[config.mk]
export PLATFORM = sky130hd
export DESIGN_NAME = ssf_core
export DESIGN_NICKNAME = d
export VERILOG_FILES = /design/src/rtl/ssf_pkg.sv /design/src/rtl/ssf_rx_check.sv /design/src/rtl/ssf_core.sv
export SDC_FILE = /design/constraint.sdc
export NUM_CORES = 1
export LEC_CHECK = 0
export BUFFER_PORTS_ARGS = -buffer_cell sky130_fd_sc_hd__buf_2
export CORE_MARGIN = 5
export CORE_UTILIZATION = 39
export DETAILED_ROUTE_END_ITERATION = 8
export HOLD_SLACK_MARGIN = 0.1
export SYNTH_ARGS = -nofsm -noshare
export SYNTH_HDL_FRONTEND = slang
export SYNTH_SLANG_ARGS = --single-unit
[constraint.sdc]
create_clock -name clock -period 3.8 [get_ports clock]
set_input_delay 0.19 -clock clock [delete_from_list [all_inputs] [get_ports clock]]
set_output_delay 0.19 -clock clock [all_outputs]
set_load 0.02 [all_outputs]
[src/rtl/ssf_pkg.sv]
// Constants and register map of the serial status flag block
//==================================================================
// Notes on behaviour
// - Status resets to 0x84, also on low-power entry
// - Flags clear by writing 0 after reading 1
// - Transmit buffer write clears buffer-empty flag
// - Buffer-empty sets on tx disable or shifter load
// - Good frame sets buffer-full; data read clears it
// - Errored frame or rx disabled: no buffer-full
// - Frame while buffer full: overrun, discard frame
// - Overrun halts receive; sync mode halts transmit
// - Async first stop bit low: framing error
// - Framing error still stores data, halts receive
// - Parity mismatch sets parity error, stores data
// - Framing/parity error halts rx; sync halts both
// - Rx disable leaves error and multiproc flags
// - Transmit done flag, read only, bit 2
// - Received multiproc bit captured in bit 1
// - Bit 0 sent as multiproc bit in async mp
// - Tx empty irq while enable and empty
// - Rx irqs withdrawn on flag or enable clear
// - Multiproc bit 1 sets flag, clears mp irq enable
package ssf_pkg;
  //==================================================================
  // Register byte offsets on the AHB-Lite slave
  localparam logic [7:0] SSF_STATUS_OFS  = 8'h00;
  localparam logic [7:0] SSF_CONTROL_OFS = 8'h04;
  localparam logic [7:0] SSF_TXBUF_OFS   = 8'h08;
  localparam logic [7:0] SSF_RXBUF_OFS   = 8'h0c;
  localparam logic [7:0] SSF_FORMAT_OFS  = 8'h10;
  localparam logic [7:0] SSF_IRQ_OFS     = 8'h14;

  //==================================================================
  // Status bit positions
  localparam int SSF_TDE  = 7;
  localparam int SSF_RDF  = 6;
  localparam int SSF_OVR  = 5;
  localparam int SSF_FRM  = 4;
  localparam int SSF_PAR  = 3;
  localparam int SSF_TND  = 2;
  localparam int SSF_MPR  = 1;
  localparam int SSF_MPT  = 0;

  // Control bit positions
  localparam int SSF_CTL_TIE  = 7;
  localparam int SSF_CTL_RIE  = 6;
  localparam int SSF_CTL_TE   = 5;
  localparam int SSF_CTL_RE   = 4;
  localparam int SSF_CTL_MULTIPROC_IRQ_ENABLE = 3;

  // Format bit positions
  localparam int SSF_FMT_SYNC = 7;
  localparam int SSF_FMT_PEN  = 5;
  localparam int SSF_FMT_ODD  = 4;
  localparam int SSF_FMT_MP   = 2;

  //==================================================================
  // Reset values
  localparam logic [7:0] SSF_STATUS_RST  = 8'h84;
  localparam logic [7:0] SSF_CONTROL_RST = 8'h00;
  localparam logic [7:0] SSF_FORMAT_RST  = 8'h00;
  localparam logic [7:0] SSF_CLEARABLE   = 8'hf8;

  // AHB-Lite encodings
  localparam logic [1:0] SSF_HTRANS_NONSEQ = 2'h2;
  localparam logic [1:0] SSF_HTRANS_SEQ    = 2'h3;
endpackage

[src/rtl/ssf_rx_check.sv]
// Frame checker: parity and stop bit evaluation of a received frame
`timescale 1ns/1ps
module ssf_rx_check
  import ssf_pkg::*;
(
  // Frame content
  input  wire logic [7:0] frame_data,
  input  wire logic       frame_parity,
  input  wire logic       frame_stop1,
  // Format
  input  wire logic       sync_mode,
  input  wire logic       parity_en,
  input  wire logic       parity_odd_select,
  // Results
  output logic            framing_bad,
  output logic            parity_bad
);
  //==================================================================
  // Checks apply only in asynchronous mode
  wire ones_odd = ^{frame_data, frame_parity};
  // Second stop bit is never presented here, so it is never checked
  assign framing_bad = !sync_mode && !frame_stop1;
  assign parity_bad  = !sync_mode && parity_en &&
                       (ones_odd != parity_odd_select);
endmodule

[src/rtl/ssf_core.sv]
// Status flag logic of the serial port with an AHB-Lite register slave
//
// Added by the designer: the AHB-Lite interface to the registers and the address map.
`timescale 1ns/1ps
module ssf_core
  import ssf_pkg::*;
(
  // Clock and reset
  input  wire logic        clock,
  input  wire logic        arst_n,
  input  wire logic        low_power_entry,
  // AHB-Lite slave
  input  wire logic        hsel,
  input  wire logic [7:0]  haddr,
  input  wire logic [1:0]  htrans,
  input  wire logic        hwrite,
  input  wire logic [2:0]  hsize,
  input  wire logic [31:0] hwdata,
  input  wire logic        hready,
  output logic [31:0]      hrdata,
  output logic             hreadyout,
  output logic             hresp,
  // Transmit shifter side
  input  wire logic        tx_shifter_load,
  input  wire logic        tx_last_bit,
  output logic [7:0]       tx_buffer_data,
  output logic             tx_multiproc_out,
  output logic             tx_allowed,
  // Receive shifter side
  input  wire logic        rx_frame_done,
  input  wire logic [7:0]  rx_frame_data,
  input  wire logic        rx_frame_parity,
  input  wire logic        rx_frame_mpbit,
  input  wire logic        rx_frame_stop1,
  output logic             rx_allowed,
  // Interrupt requests
  output logic             tx_empty_irq,
  output logic             rx_full_irq,
  output logic             rx_error_irq
);
  //==================================================================
  // Registers
  logic [7:0]  status_reg;
  logic [7:0]  status_next;
  logic [7:0]  control_reg;
  logic [7:0]  control_next;
  logic [7:0]  format_reg;
  logic [7:0]  tx_buffer_reg;
  logic [7:0]  rx_buffer_reg;
  logic [7:0]  rx_buffer_next;
  logic [7:0]  seen_one_reg;
  logic [7:0]  seen_one_next;
  logic        wr_pend_reg;
  logic        rd_pend_reg;
  logic [7:0]  addr_reg;
  logic [31:0] hrdata_reg;

  //==================================================================
  // Address phase decode
  wire addr_valid = hsel && hready &&
                    (htrans == SSF_HTRANS_NONSEQ || htrans == SSF_HTRANS_SEQ);
  wire rd_take = addr_valid && !hwrite;
  wire wr_take = addr_valid && hwrite;

  // Data phase write strobes, one per writable register (status, control, tx buffer, format)
  wire wr_status  = wr_pend_reg && addr_reg == SSF_STATUS_OFS;
  wire wr_control = wr_pend_reg && addr_reg == SSF_CONTROL_OFS;
  wire wr_txbuf   = wr_pend_reg && addr_reg == SSF_TXBUF_OFS;
  wire wr_format  = wr_pend_reg && addr_reg == SSF_FORMAT_OFS;
  wire [7:0] wbyte = hwdata[7:0];

  // Read strobes act at the address phase, data returned next cycle
  wire rd_status = rd_take && haddr == SSF_STATUS_OFS;
  wire rd_rxbuf  = rd_take && haddr == SSF_RXBUF_OFS;

  //==================================================================
  // Mode and control decode
  wire sync_mode = format_reg[SSF_FMT_SYNC];
  wire mp_mode   = format_reg[SSF_FMT_MP] && !sync_mode;
  wire tx_en     = control_reg[SSF_CTL_TE];
  wire rx_en     = control_reg[SSF_CTL_RE];
  wire mp_wait   = control_reg[SSF_CTL_MULTIPROC_IRQ_ENABLE] && mp_mode;
  wire tx_en_fall = control_reg[SSF_CTL_TE] && wr_control && !wbyte[SSF_CTL_TE];

  // Any receive error blocks the receive path
  wire err_any = status_reg[SSF_OVR] | status_reg[SSF_FRM] | status_reg[SSF_PAR];
  assign rx_allowed = rx_en && !err_any;
  // Synchronous mode stops transmit on any receive error too
  assign tx_allowed = tx_en && !(sync_mode && err_any);

  //==================================================================
  // Frame evaluation
  logic framing_bad;
  logic parity_bad;

  ssf_rx_check u_check (
    .frame_data        (rx_frame_data),
    .frame_parity      (rx_frame_parity),
    .frame_stop1       (rx_frame_stop1),
    .sync_mode         (sync_mode),
    .parity_en         (format_reg[SSF_FMT_PEN]),
    .parity_odd_select (format_reg[SSF_FMT_ODD]),
    .framing_bad       (framing_bad),
    .parity_bad        (parity_bad)
  );

  // Frames are ignored while disabled, halted or waiting for an mp id
  wire frame_live = rx_frame_done && rx_allowed;
  wire id_frame   = frame_live && mp_mode && rx_frame_mpbit;
  wire frame_acc  = frame_live && (!mp_wait || rx_frame_mpbit);
  wire overrun    = frame_acc && status_reg[SSF_RDF];
  wire frame_bad  = framing_bad | parity_bad;
  wire frame_good = frame_acc && !overrun && !frame_bad;
  wire frame_err  = frame_acc && !overrun && frame_bad;

  //==================================================================
  // Software clear of a flag: a 0 written after a 1 was read
  wire [7:0] sw_clear = {8{wr_status}} & ~wbyte & seen_one_reg &
                        SSF_CLEARABLE;

  // Status next value; hardware sets are applied after clears
  always_comb begin
    status_next = status_reg;
    // Clears first, so a set in the same cycle wins
    status_next = status_next & ~sw_clear;
    if (wr_txbuf) begin
      status_next[SSF_TDE] = 1'b0;
      status_next[SSF_TND] = 1'b0;
    end
    if (sw_clear[SSF_TDE]) begin
      status_next[SSF_TND] = 1'b0;
    end
    if (rd_rxbuf) begin
      status_next[SSF_RDF] = 1'b0;
    end
    if (tx_shifter_load) begin
      status_next[SSF_TDE] = 1'b1;
    end
    if (tx_last_bit && status_next[SSF_TDE]) begin
      status_next[SSF_TND] = 1'b1;
    end
    if (tx_en_fall) begin
      status_next[SSF_TDE] = 1'b1;
      status_next[SSF_TND] = 1'b1;
    end
    if (frame_good) begin
      status_next[SSF_RDF] = 1'b1;
    end
    if (overrun) begin
      status_next[SSF_OVR] = 1'b1;
    end
    if (frame_err && framing_bad) begin
      status_next[SSF_FRM] = 1'b1;
    end
    if (frame_err && parity_bad) begin
      status_next[SSF_PAR] = 1'b1;
    end
    if (frame_live && mp_mode) begin
      status_next[SSF_MPR] = rx_frame_mpbit;
    end
    if (wr_status) begin
      status_next[SSF_MPT] = wbyte[SSF_MPT];
    end
  end

  // Receive buffer keeps old data on overrun, takes errored data
  assign rx_buffer_next = (frame_good || frame_err) ? rx_frame_data
                                                    : rx_buffer_reg;

  // Control register; mp enable drops itself on an id frame
  always_comb begin
    control_next = control_reg;
    if (wr_control) begin
      control_next = wbyte;
    end
    if (id_frame) begin
      control_next[SSF_CTL_MULTIPROC_IRQ_ENABLE] = 1'b0;
    end
  end

  // Track flags read as 1; a status write consumes the record
  always_comb begin
    seen_one_next = seen_one_reg;
    if (wr_status) begin
      seen_one_next = 8'h00;
    end
    if (rd_status) begin
      seen_one_next = status_reg & SSF_CLEARABLE;
    end
  end

  //==================================================================
  // Status and control state; low-power entry acts like reset
  always_ff @(posedge clock or negedge arst_n) begin
    if (!arst_n) begin
      status_reg   <= SSF_STATUS_RST;
      control_reg  <= SSF_CONTROL_RST;
      seen_one_reg <= 8'h00;
    end else if (low_power_entry) begin
      status_reg   <= SSF_STATUS_RST;
      control_reg  <= SSF_CONTROL_RST;
      seen_one_reg <= 8'h00;
    end else begin
      status_reg   <= status_next;
      control_reg  <= control_next;
      seen_one_reg <= seen_one_next;
    end
  end

  // Data registers and format
  always_ff @(posedge clock or negedge arst_n) begin
    if (!arst_n) begin
      format_reg    <= SSF_FORMAT_RST;
      tx_buffer_reg <= 8'h00;
      rx_buffer_reg <= 8'h00;
    end else begin
      format_reg    <= wr_format ? wbyte : format_reg;
      tx_buffer_reg <= wr_txbuf ? wbyte : tx_buffer_reg;
      rx_buffer_reg <= rx_buffer_next;
    end
  end

  //==================================================================
  // Bus phase tracking; the slave never inserts wait states
  always_ff @(posedge clock or negedge arst_n) begin
    if (!arst_n) begin
      wr_pend_reg <= 1'b0;
      rd_pend_reg <= 1'b0;
      addr_reg    <= 8'h00;
    end else begin
      wr_pend_reg <= wr_take;
      rd_pend_reg <= rd_take;
      addr_reg    <= addr_valid ? haddr : addr_reg;
    end
  end

  // Read mux; unmapped offsets read as zero
  wire [7:0] irq_view = {5'h00, rx_error_irq, rx_full_irq, tx_empty_irq};
  wire [7:0] rd_byte =
    (haddr == SSF_STATUS_OFS)  ? status_reg    :
    (haddr == SSF_CONTROL_OFS) ? control_reg   :
    (haddr == SSF_TXBUF_OFS)   ? tx_buffer_reg :
    (haddr == SSF_RXBUF_OFS)   ? rx_buffer_reg :
    (haddr == SSF_FORMAT_OFS)  ? format_reg    :
    (haddr == SSF_IRQ_OFS)     ? irq_view      : 8'h00;

  // Read data captured at the address phase, held until next read
  always_ff @(posedge clock or negedge arst_n) begin
    if (!arst_n) begin
      hrdata_reg <= 32'h0000_0000;
    end else if (rd_take) begin
      hrdata_reg <= {24'h00_0000, rd_byte};
    end
  end

  assign hrdata    = hrdata_reg;
  assign hreadyout = 1'b1;
  assign hresp     = 1'b0;

  //==================================================================
  // Transmit side outputs; mp bit only meaningful in async mp mode
  assign tx_buffer_data   = tx_buffer_reg;
  assign tx_multiproc_out = mp_mode & status_reg[SSF_MPT];

  // Interrupt requests follow their flags and enables directly
  assign tx_empty_irq = control_reg[SSF_CTL_TIE] & status_reg[SSF_TDE];
  assign rx_full_irq  = control_reg[SSF_CTL_RIE] & status_reg[SSF_RDF];
  assign rx_error_irq = control_reg[SSF_CTL_RIE] & err_any;

  // Rx disable touches no flag: only frame events set the receive flags
endmodule

==> impl_metrics.csv <==
group,metric,value,unit
clock_tree,cts_hold_buf,13,
floorplan,start_util,39.5,%
power_and_ir_drop,power.net_switching,0.418,mW
sta,post-route-period-util,64.1,%
layout,final_common_cell,"dfrtp_1",
clock_tree,htreeDepth,3,
sta,max_clock_freq,410,MHz
grt,gr-usage-all-layers,17.4,%
worst_setup_path,path_buf_inv,0,
yosys,syn-instance-count,325,
power_and_ir_drop,seqPwrFrac,48.4,%
yosys,syn_avg_cell_area,10.4,µm²
clock_tree,cts_tree,"done",
clock_tree,cts_resized,0,
power_and_ir_drop,powerDensity,376,nW/µm²
layout,antenna_cells,0,
yosys,ys_top_cells_by_area,"dfrtp_1, mux2_2, buf_4",
yosys,yosys_most_used_dff,"dfrtp_1",
clock_tree,cts_setup_buffers,0,
worst_setup_path,r2r-start,"addr_reg[5]",
yosys,synth_seq_cells,62,
worst_setup_path,crit_path_cell_trace,"or4b_4 -> nor4_4 -> nand3b_1 -> o31a_1 -> o211ai_1",
clock_tree,clock_sinks,62,
yosys,ys_types,48,
grt,grt_pass1_vias,2631,
routing,vias_per_cell,5.20,
routing,wl_per_cell,17.2,µm
place,io_buffers,58,
layout,drive_gt1_share,30.3,%
grt,grt_pass1_wl,14.0,mm
routing,first_pass_iters,4,
routing,remaining_drc_errors,0,
floorplan,die_w,103,µm
grt,grt_max_degree,48,
sta,fin_skew,9.90,ps
power_and_ir_drop,switching_share,27.8,%
status,run_status,"completed",
floorplan,die_h,103,µm
place,gp_congestion,0.864,
grt,antenna_found_initial,0,
yosys,async_flop_share,100,%
routing,vias,2634,
clock_tree,numCtsBuffers,9,
sta,finalMaxSlewViolations,0,
clock_tree,path_clk_slew,70,ps
sta,hold_viol,0,
sta,worst_slew_pin_slew,803,ps
worst_setup_path,crit_fanout,9,
power_and_ir_drop,comb_power_share,13.6,%
sta,worst_slack,1360,ps
flow_run,max-cap-violations,0,
yosys,yosysTopAreaCell,"dfrtp_1",
worst_setup_path,critPathRequiredTime,4060,ps
worst_setup_path,cp-end-kind,"flop",
yosys,yosysTopAreaCellShare,44.3,%
power_and_ir_drop,intPower,1.08,mW
layout,finish.utilization,46.4,%
sta,max_slew_margin,46.2,%
min_path,hp-class,"input pin to flop",
routing,wl,8.74,mm
routing,drt_iter0_drc,163,
routing,detail-route-antenna-nets,0,
worst_setup_path,startpoint,"addr_reg[5]",
floorplan,fp-row-count,34,
worst_setup_path,worstSetupPathType,"flop to flop",
worst_setup_path,start_kind,"flop",
min_path,min_from,"tx_last_bit",
power_and_ir_drop,irDropWorstVdd,0.175,mV
worst_setup_path,cp_top_family,"simple AND/OR/NAND/NOR gates",
worst_setup_path,cp_data_arrival_time,2700,ps
worst_setup_path,slowest_delay,560,ps
yosys,synth_edf_count,0,
layout,fin_nets,459,
clock_tree,clock_latency,340,ps
sta,final.setup.tns,0,ps
clock_tree,cts.path.max_buffers,2,
sta,rsz0062_at_grt,"no",
sta,hold_ws,105,ps
worst_setup_path,slowest_stage,"or4b_4",
place,pre_cts_slack,1380,ps
sta,layout_min_cycle_time,2440,ps
grt,grt-ovfl-total,0,
yosys,ys_seq_area_share,45.8,%
yosys,syn_area,3390,µm²
yosys,yosysWarningCount,0,
layout,area_delta_synth_final,17.7,%
clock_tree,cts_root_buffer,"clkbuf_8",
power_and_ir_drop,p_clk_share,38.1,%
layout,final_cell_mix,"dfrtp_1, buf_2, mux2_2, nand2_1, conb_1",
power_and_ir_drop,p_leak,1.87,nW
place,hpwl,6.45,mm
floorplan,io_pins,113,
floorplan,fp.coreArea,8590,µm²
sta,setup_viol,0,
floorplan,die_area,10700,µm²
==> metrics by stage <==
step | power [mW] | instances | instance area, µm²
5_1_grt | 1.57 | 507 | 3990
4_1_cts | 1.52 | 507 | 3990
3_5_place_dp | 0.932 | 478 | 3670
3_3_place_gp | 0.928 | 478 | 3670
2_1_floorplan | 0.876 | 349 | 3480
6_report | 1.50 | 507 | 3990
==> path summary, 6_finish.rpt <==
path | endpoint | slack [ps] | depth (start not counted)
max | status_reg[2] | 1360 | 5
min | status_reg[2] | 100 | 3
max reg2reg | status_reg[2] | 1360 | 5
min reg2reg | hrdata[4] | 480 | 2
max in group asynchronous | format_reg[4] | 2570 | 3
min in group asynchronous | tx_buffer_data[2] | 280 | 2
==> power by group through the flow <==
stage               sequential (mW)  combinational, mW  clock [mW]
detailed placement            0.738              0.194           0
finish                        0.725              0.203       0.571
floorplan                     0.738              0.138           0
global route                  0.730              0.225       0.612
global placement              0.736              0.192           0
CTS                           0.725              0.205       0.587
==> synthesized netlist by cell type (all sizes together), types with 5 or more instances <==
cell type	count
mux2	38
mux2i	14
nor3	6
a2111oi	5
o31ai	5
a21oi	19
buf	28
nor2b	8
nand3	10
xnor2	6
clkbuf	10
nand2	35
nor2	21
dfrtp	60
==> kinds of logic after synthesis <==
| logic type | count (synthesis) | synth area share, % |
|---|---|---|
| AOI/OAI and AO/OA | 51 | 10.2 |
| xor gates and xnor gates | 8 | 2.47 |
| buffers and inverters | 42 | 7.64 |
| DFF | 62 | 45.8 |
| muxes | 52 | 16.7 |
| other | 2 | 0.221 |
| and+or+nand+nor | 108 | 16.9 |
==> area by class of cell <==
type | count | area [µm²]
fill | 845 | 4600
inverter | 4 | 15.0
clock inverter | 6 | 62.6
multi-input combinational | 245 | 1670
sequential | 62 | 1550
timing repair buffer | 72 | 428
tap | 108 | 135
clock buffer | 10 | 128
==> layer usage <==
layer  track usage (%)  up-vias  wire length (µm)
met2              27.3      109              3940
met5                 0        -                 0
li1                  -     1247                 -
met4              6.08        0               140
met1              24.0     1266              3950
met3              3.49       12               709
==> tightest hold or removal path, delay by kind of cell <==
family,cells,cell delay [ps]
AOI/OAI and AO/OA,1,100
buffers and inverters,2,150
(Power assumes the default switching activity.)
